[config.mk]
export PLATFORM = sky130hd
export DESIGN_NAME = dswt_top
export DESIGN_NICKNAME = d
export VERILOG_FILES = /design/src/pkg/dswt_pkg.sv /design/src/verilog/dswt_sync_edge.sv /design/src/verilog/dswt_top.sv
export VERILOG_INCLUDE_DIRS = /design/src /design/src/pkg
export SDC_FILE = /design/constraint.sdc
export NUM_CORES = 1
export LEC_CHECK = 0
export BUFFER_PORTS_ARGS = -buffer_cell sky130_fd_sc_hd__buf_2
export CORE_MARGIN = 2
export CORE_UTILIZATION = 54
export DETAILED_ROUTE_END_ITERATION = 16
export PLACE_DENSITY_LB_ADDON = 0.25
export SETUP_SLACK_MARGIN = 0.4
export SLEW_MARGIN = 20
export SYNTH_ARGS = -nofsm -noshare
export SYNTH_HDL_FRONTEND = slang
export SYNTH_HIERARCHICAL = 1
export SYNTH_SLANG_ARGS = --single-unit
[constraint.sdc]
create_clock -name clk_sys -period 6.59 [get_ports clk_sys]
set_clock_uncertainty 0.2 [all_clocks]
set_input_delay 0.9885 -clock clk_sys [delete_from_list [all_inputs] [get_ports clk_sys]]
set_output_delay 0.9885 -clock clk_sys [all_outputs]
set_load 0.005 [all_outputs]
[src/pkg/dswt_defs.svh]
// Register map, field positions, reset values and timing counts of the sleep timer
// Function
// RULE1: Active state routes interrupt to processor
// RULE2: Sleep states route interrupt to wake controller
// RULE3: Count reads zero after deep-sleep exit
// RULE4: Host waits one slow edge before reading
// RULE5: Counters clocked by selectable slow oscillator
// RULE6: Register changes apply after three source cycles
// RULE7: Host clears counters four cycles before timeout
// RULE8: Clear operation selects counters individually
// RULE9: Pending interrupt stays until explicitly cleared
// RULE10: Host clears timer and controller pending
// RULE11: Host uses handler for next match
// RULE12: Two 16-bit, one 32-bit cascadable counters
// RULE13: Cascaded first counter matches at plus one
// RULE14: Third counter fires on toggle bit change
// RULE15: Clear requests cross safely, never lost twice
`ifndef DSWT_DEFS_SVH
`define DSWT_DEFS_SVH

`define DSWT_OFF_CTRL     12'h000
`define DSWT_OFF_MATCH0   12'h004
`define DSWT_OFF_MATCH1   12'h008
`define DSWT_OFF_CNT0     12'h00c
`define DSWT_OFF_CNT1     12'h010
`define DSWT_OFF_CNT2     12'h014
`define DSWT_OFF_INT_STAT 12'h018
`define DSWT_OFF_INT_MASK 12'h01c
`define DSWT_OFF_CLEAR    12'h020
`define DSWT_OFF_STATUS   12'h024

`define DSWT_CTRL_SEL     0
`define DSWT_CTRL_EN0     1
`define DSWT_CTRL_EN1     2
`define DSWT_CTRL_EN2     3
`define DSWT_CTRL_CASC01  4
`define DSWT_CTRL_CASC12  5
`define DSWT_CTRL_TBIT    8

`define DSWT_STAT_HIDE    0
`define DSWT_STAT_BUSY    1

`define DSWT_TBIT_RST     5'h0f
`define DSWT_MATCH_RST    16'hffff
`define DSWT_MASK_RST     3'h0
`define DSWT_APPLY_TICKS  3

`endif

[src/pkg/dswt_pkg.sv]
// Types shared by the sleep timer design
package dswt_pkg;

    typedef enum logic [1:0] {
        DSWT_PWR_ACTIVE = 2'h0,
        DSWT_PWR_SLEEP  = 2'h1,
        DSWT_PWR_DEEP   = 2'h2
    } dswt_pwr_t;

    typedef enum logic [1:0] {
        DSWT_ST_IDLE = 2'h1,
        DSWT_ST_WAIT = 2'h2
    } dswt_st_t;

    typedef struct packed {
        logic        clk_sel;
        logic [2:0]  en;
        logic        casc01;
        logic        casc12;
        logic [4:0]  tbit;
        logic [15:0] match0;
        logic [15:0] match1;
    } dswt_cfg_t;

endpackage

[src/verilog/dswt_sync_edge.sv]
// Two-flop synchroniser with rising-edge pulse for a slow oscillator pin
module dswt_sync_edge (
    input  wire logic clk_sys,
    input  wire logic arst_n,
    input  wire logic async_in,
    output logic      rise_q
);
    logic meta_q;
    logic sync_q;
    logic last_q;

    // First stage feeds only the second
    always_ff @(posedge clk_sys or negedge arst_n) begin
        if (!arst_n) begin
            meta_q <= 1'b0;
            sync_q <= 1'b0;
            last_q <= 1'b0;
            rise_q <= 1'b0;
        end else begin
            meta_q <= async_in;
            sync_q <= meta_q;
            last_q <= sync_q;
            rise_q <= sync_q & ~last_q;
        end
    end
endmodule // dswt_sync_edge

[src/verilog/dswt_top.sv]
// Deep-sleep wake-up timer: APB registers, three slow counters, interrupt routing
//
// The register offsets and register access over APB were left to the implementer.
`include "dswt_defs.svh"
module dswt_top #(
    parameter int unsigned APPLY_TICKS = `DSWT_APPLY_TICKS
) (
    input  wire logic              clk_sys,
    input  wire logic              arst_n,
    input  wire logic              psel,
    input  wire logic              penable,
    input  wire logic              pwrite,
    input  wire logic [11:0]       paddr,
    input  wire logic [31:0]       pwdata,
    output logic [31:0]            prdata,
    output logic                   pready,
    output logic                   pslverr,
    input  wire logic              ilo_clk_in,
    input  wire logic              wco_clk_in,
    input  wire dswt_pkg::dswt_pwr_t pwr_mode,
    output logic                   irq_cpu,
    output logic                   irq_wic
);
    ////////////////////////////////////////////////////////////////////////////////
    localparam logic [1:0] LAST_TICK = 2'(APPLY_TICKS - 1);

    dswt_pkg::dswt_cfg_t cfg_sh_q;
    dswt_pkg::dswt_cfg_t cfg_go_q;
    dswt_pkg::dswt_cfg_t cfg_act_q;
    dswt_pkg::dswt_st_t  st_q;
    dswt_pkg::dswt_pwr_t pwr_prev_q;
    logic        upd_pend_q;
    logic [2:0]  clr_pend_q;
    logic [2:0]  clr_go_q;
    logic [1:0]  wait_cnt_q;
    logic [15:0] cnt0_q;
    logic [15:0] cnt1_q;
    logic [31:0] cnt2_q;
    logic [2:0]  stat_q;
    logic [2:0]  mask_q;
    logic        hide_q;
    logic        pready_q;
    logic        pslverr_q;
    logic [31:0] prdata_q;
    logic        irq_cpu_q;
    logic        irq_wic_q;
    logic        ilo_tick;
    logic        wco_tick;
    logic        src_tick;
    logic        acc;
    logic        wr_en;
    logic        rd_phase;
    logic        hit;
    logic [31:0] rdata_d;
    logic        apply;
    logic        start;
    logic [2:0]  clr_wr;
    logic [2:0]  w1c;
    logic [15:0] m0_eff;
    logic        inc0;
    logic        inc1;
    logic        inc2;
    logic        ev0;
    logic        ev1;
    logic        ev2;
    logic [15:0] cnt0_nx;
    logic [15:0] cnt1_nx;
    logic [31:0] cnt2_nx;
    logic [2:0]  ev;
    logic        irq_any;
    logic        deep_exit;

    assign prdata  = prdata_q;
    assign pready  = pready_q;
    assign pslverr = pslverr_q;
    assign irq_cpu = irq_cpu_q;
    assign irq_wic = irq_wic_q;

    ////////////////////////////////////////////////////////////////////////////////
    // Slow oscillator edges become one-cycle enables on the system clock
    dswt_sync_edge u_ilo_edge (
        .clk_sys  (clk_sys),
        .arst_n   (arst_n),
        .async_in (ilo_clk_in),
        .rise_q   (ilo_tick)
    );

    dswt_sync_edge u_wco_edge (
        .clk_sys  (clk_sys),
        .arst_n   (arst_n),
        .async_in (wco_clk_in),
        .rise_q   (wco_tick)
    );

    assign src_tick = cfg_act_q.clk_sel ? wco_tick : ilo_tick; // RULE5

    ////////////////////////////////////////////////////////////////////////////////
    // APB slave, one wait state
    assign acc      = psel & penable & pready_q;
    assign wr_en    = acc & pwrite;
    assign rd_phase = psel & penable & ~pready_q;
    assign clr_wr   = (wr_en && paddr == `DSWT_OFF_CLEAR) ? pwdata[2:0] : 3'h0;
    assign w1c      = (wr_en && paddr == `DSWT_OFF_INT_STAT) ? pwdata[2:0] : 3'h0;

    always_comb begin
        hit     = 1'b1;
        rdata_d = 32'h0;
        unique case (paddr)
            `DSWT_OFF_CTRL: begin
                rdata_d[`DSWT_CTRL_SEL]              = cfg_sh_q.clk_sel;
                rdata_d[`DSWT_CTRL_EN2:`DSWT_CTRL_EN0] = cfg_sh_q.en;
                rdata_d[`DSWT_CTRL_CASC01]           = cfg_sh_q.casc01;
                rdata_d[`DSWT_CTRL_CASC12]           = cfg_sh_q.casc12;
                rdata_d[`DSWT_CTRL_TBIT +: 5]        = cfg_sh_q.tbit;
            end
            `DSWT_OFF_MATCH0:   rdata_d[15:0] = cfg_sh_q.match0;
            `DSWT_OFF_MATCH1:   rdata_d[15:0] = cfg_sh_q.match1;
            `DSWT_OFF_CNT0:     rdata_d[15:0] = hide_q ? 16'h0 : cnt0_q; // RULE3
            `DSWT_OFF_CNT1:     rdata_d[15:0] = hide_q ? 16'h0 : cnt1_q; // RULE3
            `DSWT_OFF_CNT2:     rdata_d       = hide_q ? 32'h0 : cnt2_q; // RULE3
            `DSWT_OFF_INT_STAT: rdata_d[2:0]  = stat_q;
            `DSWT_OFF_INT_MASK: rdata_d[2:0]  = mask_q;
            `DSWT_OFF_CLEAR:    rdata_d[2:0]  = clr_pend_q | clr_go_q;
            `DSWT_OFF_STATUS: begin
                rdata_d[`DSWT_STAT_HIDE] = hide_q;
                rdata_d[`DSWT_STAT_BUSY] = (st_q == dswt_pkg::DSWT_ST_WAIT) | upd_pend_q
                                         | (|clr_pend_q);
            end
            default:            hit = 1'b0;
        endcase
    end

    always_ff @(posedge clk_sys or negedge arst_n) begin
        if (!arst_n) begin
            pready_q  <= 1'b0;
            pslverr_q <= 1'b0;
            prdata_q  <= 32'h0;
        end else begin
            pready_q  <= rd_phase;
            pslverr_q <= rd_phase & ~hit;
            if (rd_phase && !pwrite) begin
                prdata_q <= rdata_d;
            end
        end
    end

    // Control and match writes land in a shadow copy; the counters never see it directly; mask writes act at once
    always_ff @(posedge clk_sys or negedge arst_n) begin
        if (!arst_n) begin
            cfg_sh_q        <= '0;
            cfg_sh_q.tbit   <= `DSWT_TBIT_RST;
            cfg_sh_q.match0 <= `DSWT_MATCH_RST;
            cfg_sh_q.match1 <= `DSWT_MATCH_RST;
            mask_q          <= `DSWT_MASK_RST;
        end else if (wr_en) begin
            if (paddr == `DSWT_OFF_CTRL) begin
                cfg_sh_q.clk_sel <= pwdata[`DSWT_CTRL_SEL];
                cfg_sh_q.en      <= pwdata[`DSWT_CTRL_EN2:`DSWT_CTRL_EN0];
                cfg_sh_q.casc01  <= pwdata[`DSWT_CTRL_CASC01];
                cfg_sh_q.casc12  <= pwdata[`DSWT_CTRL_CASC12];
                cfg_sh_q.tbit    <= pwdata[`DSWT_CTRL_TBIT +: 5];
            end
            if (paddr == `DSWT_OFF_MATCH0) begin
                cfg_sh_q.match0 <= pwdata[15:0];
            end
            if (paddr == `DSWT_OFF_MATCH1) begin
                cfg_sh_q.match1 <= pwdata[15:0];
            end
            if (paddr == `DSWT_OFF_INT_MASK) begin
                mask_q <= pwdata[2:0];
            end
        end
    end

    ////////////////////////////////////////////////////////////////////////////////
    // Apply sequencer: snapshot, wait for source edges, then commit
    assign start = (st_q == dswt_pkg::DSWT_ST_IDLE) & (upd_pend_q | (|clr_pend_q));
    assign apply = (st_q == dswt_pkg::DSWT_ST_WAIT) & src_tick
                 & (wait_cnt_q == LAST_TICK); // RULE6

    // New requests during a snapshot stay pending, so none is dropped or doubled
    always_ff @(posedge clk_sys or negedge arst_n) begin
        if (!arst_n) begin
            upd_pend_q <= 1'b0;
            clr_pend_q <= 3'h0;
        end else begin
            upd_pend_q <= (upd_pend_q & ~start) | (wr_en & (paddr == `DSWT_OFF_CTRL
                        || paddr == `DSWT_OFF_MATCH0 || paddr == `DSWT_OFF_MATCH1));
            clr_pend_q <= (clr_pend_q & {3{~start}}) | clr_wr; // RULE15
        end
    end

    always_ff @(posedge clk_sys or negedge arst_n) begin
        if (!arst_n) begin
            st_q       <= dswt_pkg::DSWT_ST_IDLE;
            wait_cnt_q <= 2'h0;
            cfg_go_q   <= '0;
            clr_go_q   <= 3'h0;
        end else begin
            unique case (st_q)
                dswt_pkg::DSWT_ST_IDLE: begin
                    if (start) begin
                        st_q       <= dswt_pkg::DSWT_ST_WAIT;
                        wait_cnt_q <= 2'h0;
                        cfg_go_q   <= cfg_sh_q;
                        clr_go_q   <= clr_pend_q; // RULE15
                    end
                end
                dswt_pkg::DSWT_ST_WAIT: begin
                    if (apply) begin
                        st_q     <= dswt_pkg::DSWT_ST_IDLE;
                        clr_go_q <= 3'h0;
                    end else if (src_tick) begin
                        wait_cnt_q <= wait_cnt_q + 2'h1; // RULE6
                    end
                end
                default: st_q <= dswt_pkg::DSWT_ST_IDLE;
            endcase
        end
    end

    // Reset value equals the shadow reset so counters start disabled
    always_ff @(posedge clk_sys or negedge arst_n) begin
        if (!arst_n) begin
            cfg_act_q        <= '0;
            cfg_act_q.tbit   <= `DSWT_TBIT_RST;
            cfg_act_q.match0 <= `DSWT_MATCH_RST;
            cfg_act_q.match1 <= `DSWT_MATCH_RST;
        end else if (apply) begin
            cfg_act_q <= cfg_go_q; // RULE6
        end
    end

    ////////////////////////////////////////////////////////////////////////////////
    // Counters; free-running, never reset on a match
    assign m0_eff  = cfg_act_q.casc01 ? cfg_act_q.match0 + 16'h1 : cfg_act_q.match0; // RULE13
    // Event on the tick that reaches the match, so the count shows it; zero fires on wrap
    assign inc0    = src_tick & cfg_act_q.en[0];
    assign cnt0_nx = cnt0_q + 16'h1;
    assign ev0     = inc0 & (cnt0_nx == m0_eff); // RULE13
    assign inc1    = cfg_act_q.en[1] & (cfg_act_q.casc01 ? ev0 : src_tick); // RULE12
    assign cnt1_nx = cnt1_q + 16'h1;
    assign ev1     = inc1 & (cnt1_nx == cfg_act_q.match1); // RULE13
    assign inc2    = cfg_act_q.en[2] & (cfg_act_q.casc12 ? ev1 : src_tick); // RULE12
    assign cnt2_nx = cnt2_q + 32'h1;
    assign ev2     = inc2 & (cnt2_q[cfg_act_q.tbit] != cnt2_nx[cfg_act_q.tbit]); // RULE14
    assign ev      = {ev2, ev1, ev0};

    always_ff @(posedge clk_sys or negedge arst_n) begin
        if (!arst_n) begin
            cnt0_q <= 16'h0;
            cnt1_q <= 16'h0;
            cnt2_q <= 32'h0;
        end else begin
            if (apply && clr_go_q[0]) begin
                cnt0_q <= 16'h0; // RULE8
            end else if (inc0) begin
                cnt0_q <= cnt0_nx;
            end
            if (apply && clr_go_q[1]) begin
                cnt1_q <= 16'h0; // RULE8
            end else if (inc1) begin
                cnt1_q <= cnt1_nx;
            end
            if (apply && clr_go_q[2]) begin
                cnt2_q <= 32'h0; // RULE8
            end else if (inc2) begin
                cnt2_q <= cnt2_nx;
            end
        end
    end

    ////////////////////////////////////////////////////////////////////////////////
    // Sticky status, write one to clear; a same-cycle event wins
    always_ff @(posedge clk_sys or negedge arst_n) begin
        if (!arst_n) begin
            stat_q <= 3'h0;
        end else begin
            stat_q <= (stat_q & ~w1c) | ev; // RULE9
        end
    end

    assign irq_any = |(stat_q & mask_q);

    always_ff @(posedge clk_sys or negedge arst_n) begin
        if (!arst_n) begin
            irq_cpu_q <= 1'b0;
            irq_wic_q <= 1'b0;
        end else begin
            irq_cpu_q <= irq_any & (pwr_mode == dswt_pkg::DSWT_PWR_ACTIVE); // RULE1
            irq_wic_q <= irq_any & (pwr_mode != dswt_pkg::DSWT_PWR_ACTIVE); // RULE2
        end
    end

    ////////////////////////////////////////////////////////////////////////////////
    // Count reads hidden until the first source edge after deep sleep
    assign deep_exit = (pwr_prev_q == dswt_pkg::DSWT_PWR_DEEP)
                     & (pwr_mode != dswt_pkg::DSWT_PWR_DEEP);

    always_ff @(posedge clk_sys or negedge arst_n) begin
        if (!arst_n) begin
            pwr_prev_q <= dswt_pkg::DSWT_PWR_ACTIVE;
            hide_q     <= 1'b0;
        end else begin
            pwr_prev_q <= pwr_mode;
            if (deep_exit) begin
                hide_q <= 1'b1; // RULE3
            end else if (src_tick) begin
                hide_q <= 1'b0; // RULE3
            end
        end
    end
endmodule // dswt_top

==> impl_summary.md <==
Run status
The run finished with clean final reports.

STA
Setup repair after global routing left no endpoint under its margin. The transition time of the tightest slew-check pin is 1130 ps. The count of pins over their slew limit is 0.

The setup total negative slack is 0 ps. The final worst slack is 2450 ps. The ratio of final minimum period to clock period is 62.8%.

The highest attainable clock frequency is 0.241 GHz. Setup violations remaining at the end of the flow were counted as 0. The worst path needs 4140 ps of the cycle, external delays included. The tightest slew margin relative to the limit is 24.7%. The number of hold violations in the final report is 0.

Drt
After detailed routing, the number of vias per cell comes to 6.27. Once detail routing completed, the nets flagged for antenna violations numbered 0. The DRC marker count from the first detailed-route iteration is 1201. After detailed routing, the total wire length is 37.7 mm.

The routed layout has 11300 vias. The wire length per cell after detailed routing is 20.9 um. After detailed routing, the number of remaining DRC violations is 0.

The pre-antenna-repair detailed-routing pass consisted of 6 iterations.

Floorplan
The number of top-level design ports is 89. The die is 163 um tall. The effective utilization at floorplan is 54.7%. The number of placement rows is 58. The floorplan step set the die width to 163 um.

The area of the die is 0.0267 sq mm. The core region is 0.0251 sq mm.

Synth
The cell area that synthesis handed to floorplanning was 0.0137 sq mm. In the synthesized netlist the async set-or-reset flop fraction comes to 100%. sky130_fd_sc_hd__dfrtp_1 takes more of the synthesized area than any other cell.

Counting flops with a built-in enable in the synthesized netlist gives 0. The synthesized flop and latch total is 257. Of the post-synthesis cell area, the dominant cell type holds 33.5%. The number of nets in the synthesized netlist is 1494. The synthesized netlist contains 90 unique library cells.

In the post-synthesis netlist, the biggest area contributors are sky130_fd_sc_hd__dfrtp_1 34%, sky130_fd_sc_hd__dfstp_2 14%, sky130_fd_sc_hd__nand2_1 9.0%. In this run the mean area of a mapped cell was 9.56 sq um. The Yosys step of the flow raised 6 warnings. Sequential elements use 47.5% of the synthesized area. Among all flip-flop cells after synthesis, the most frequent one is sky130_fd_sc_hd__dfrtp_1. The synthesized instance count is 1436.

Pwr
The reported leakage power is 0.00666 uW. The worst-case IR drop observed on VDD is 0.223 mV. The power density relative to cell area is 222 mW/mm^2. The sum of internal, switching and leakage power is 3380 uW.

Worst setup path
The beginning of the critical path is cnt0_q[0]$_DFFE_PN0P_. The highest cell delay on the worst timing path is 560 ps. The startpoint identified for the worst register-to-register timing path is cnt0_q[0]$_DFFE_PN0P_. The critical path is of the reg2reg type. The data required time at the worst endpoint is 6860 ps. The setup slack of the worst register-to-register path is 2450 ps. The largest individual stage delay along the critical path comes from the cell sky130_fd_sc_hd__dfrtp_1. The signal on the critical path passes through ha_1 > nand4_1 > nor4_2 > xnor2_1 > or3b_1 > a2111oi_2 > o21ai_1 > buf_4 > or4_1 > a21oi_1.

STA classifies the critical path startpoint as a flip-flop. In this run the worst path has a maximum fanout of 21. The length in cells of the worst reg-to-reg path is 10.

The data arrival time of the critical path is 4410 ps. The endpoint identified for the worst register-to-register timing path is cnt1_q[9]$_DFFE_PN0P_. The worst setup path is captured at a flip-flop.

Min path
The worst hold path terminates at u_wco_edge/sync_q$_DFF_PN0_. Counting instances, the worst hold path has a depth of 0. The startpoint identified for the worst hold timing path is u_wco_edge/meta_q$_DFF_PN0_.

The class of the tightest hold or removal check is reg2reg.

Place
After detailed placement, the total cell area comes to 0.0142 sq mm. The congestion estimate from routability-driven global placement came to 1.02. The HPWL after detailed placement is 26.3 mm. The placement-stage worst setup slack is 2510 ps. Port buffering added 72 buffers.

Final layout
The top cell types in the final layout, fill and taps aside, are 331 x sky130_fd_sc_hd__nand2_1, 184 x sky130_fd_sc_hd__dfrtp_1, 73 x sky130_fd_sc_hd__dfstp_2, 71 x sky130_fd_sc_hd__buf_2, 68 x sky130_fd_sc_hd__o21ai_0. The total inserted antenna cells is 0. The area growth from synthesis to layout is 11.0%. The commonest non-fill, non-tap cell in the layout is sky130_fd_sc_hd__nand2_1. The final net count is 1510. The share of final-layout standard cells stronger than drive strength 1 is 19.9%. Summing all non-filler instances in the final layout gives an area of 0.0152 sq mm.

Clocking
The insertion delay of the later-clocked pin in the worst-skew pair is 550 ps. The post-cts repair resize count is 0. The number of hold buffers added after CTS was 0.

The clock net in this run drives a total of 257 sinks. Buffers inserted during clock tree synthesis total 28. The maximum clock path buffer count is 3. The root buffer cell chosen for the clock tree is sky130_fd_sc_hd__clkbuf_16. The H-tree depth is 1.

The clock tree from TritonCTS is yes. The clock transition at the registers of the reported paths is 60 ps. Buffers added to address setup during post-CTS repair amount to 0.

GRT
The first global-routing pass estimated 59.8 mm of wire. The number of global-route vias before repair is 10600. The total grt overflow is 0. Entering global routing, the biggest net connects 171 pins.

The number of antenna violations at the first check in global routing came to 1. Global routing consumed, over all layers together, 28.7% of the routing resources.

Run
Max-cap violations in this run came to 0.
## logic make-up after synthesis
group | synth area share [%]
flip-flops | 47.5
XOR/XNOR | 6.40
multiplexers | 5.95
AND/OR/NAND/NOR | 22.0
AO/OA/AOI/OAI | 14.1
buffers and inverters | 3.61
adder cells (fa/ha/maj) | 0.456
## cell type report
class                      count  area [sq um]
fill                        2203          9870
multi-input combinational   1057          6720
inverter                      20          75.1
clock buffer                  40           827
clock inverter                12           173
sequential                   257          6520
tap                          330           413
timing repair buffer          88           503
## registers in the layout (all words and copies together) (netlist names), 3 cells and up
name,flops
cfg_sh_q,43
clr_pend_q,3
cfg_act_q,43
prdata,32
cnt1_q,16
clr_go_q,3
mask_q,3
cfg_go_q,43
stat_q,3
cnt0_q,16
cnt2_q,32
## per-stage QoR
stage | instances | hold slack, ps | utilization (%)
floorplan | 1436 | 131 | -
global placement | 1752 | 131 | 56.7
detailed placement | 1752 | 145 | 56.7
CTS | 1804 | 159 | 60.7
global route | 1804 | 169 | 60.7
finish | 1804 | 158 | 60.7
## where the power goes
| part | leakage, uW | total, uW | internal [uW] | switching [uW] |
|---|---|---|---|---|
| clock network | 0.000488 | 1670 | 1030 | 646 |
| registers | 0.00328 | 1610 | 1600 | 14.1 |
| logic | 0.00290 | 96.2 | 30.9 | 65.3 |
| total | 0.00666 | 3380 | 2660 | 726 |
## synth_stat cells (4+ instances only)
cell type and instances:
sky130_fd_sc_hd__dfstp_2 73, sky130_fd_sc_hd__xor2_1 36, sky130_fd_sc_hd__a22o_1 28, sky130_fd_sc_hd__or4_1 12, sky130_fd_sc_hd__a221oi_1 8, sky130_fd_sc_hd__buf_2 16
sky130_fd_sc_hd__o211ai_1 11, sky130_fd_sc_hd__a211oi_1 4, sky130_fd_sc_hd__nand4_1 29, sky130_fd_sc_hd__clkbuf_1 74, sky130_fd_sc_hd__o311ai_0 4, sky130_fd_sc_hd__o31ai_1 5
sky130_fd_sc_hd__inv_1 20, sky130_fd_sc_hd__mux4_2 11, sky130_fd_sc_hd__a32o_1 4, sky130_fd_sc_hd__or3_1 39, sky130_fd_sc_hd__nor3_1 24, sky130_fd_sc_hd__nand2b_1 8
sky130_fd_sc_hd__nand3_1 40, sky130_fd_sc_hd__a222oi_1 28, sky130_fd_sc_hd__a21oi_1 52, sky130_fd_sc_hd__nor2b_1 6, sky130_fd_sc_hd__xnor3_1 7, sky130_fd_sc_hd__mux2i_1 4
sky130_fd_sc_hd__mux2_2 47, sky130_fd_sc_hd__o21a_1 9, sky130_fd_sc_hd__dfrtp_1 184, sky130_fd_sc_hd__and2_1 7, sky130_fd_sc_hd__buf_1 7, sky130_fd_sc_hd__xnor2_1 38
sky130_fd_sc_hd__nand2_1 331, sky130_fd_sc_hd__o31a_1 7, sky130_fd_sc_hd__nor4_1 21, sky130_fd_sc_hd__and4_1 10, sky130_fd_sc_hd__and3_1 16, sky130_fd_sc_hd__o2111ai_1 6
sky130_fd_sc_hd__o21ai_0 68, sky130_fd_sc_hd__ha_1 5, sky130_fd_sc_hd__nor2_1 65
## routing by layer
| layer | share of wire [%] | up-vias | wire length (um) | GRT usage, % |
|---|---|---|---|---|
| met5 | 0.034 | - | 13 | 0 |
| met4 | 3.6 | 2 | 1360 | 10.1 |
| met3 | 7.9 | 88 | 3000 | 3.81 |
| met2 | 45 | 491 | 17100 | 44.6 |
| met1 | 43 | 5537 | 16200 | 41.4 |
| li1 | - | 5198 | - | - |
## worst max-delay path: cells and delay by family (launching register included)
| family | cells | cell delay [ps] |
|---|---|---|
| flops | 1 | 560 |
| xor+xnor | 1 | 210 |
| simple gates | 4 | 1590 |
| buf+inv | 1 | 280 |
| fa+ha+maj | 1 | 310 |
| compound gates | 3 | 900 |
## how the worst max path moves through the flow
stage,end,slack [ps],cells past startpoint
floorplan,cnt1_q[11]$_DFFE_PN0P_,3320,11
global placement,cnt1_q[11]$_DFFE_PN0P_,2580,10
detailed placement,cnt1_q[9]$_DFFE_PN0P_,2510,10
CTS,cnt1_q[9]$_DFFE_PN0P_,2460,10
global route,cnt1_q[11]$_DFFE_PN0P_,2250,10
finish,cnt1_q[9]$_DFFE_PN0P_,2450,10
Power figures use the tool's default switching activity.
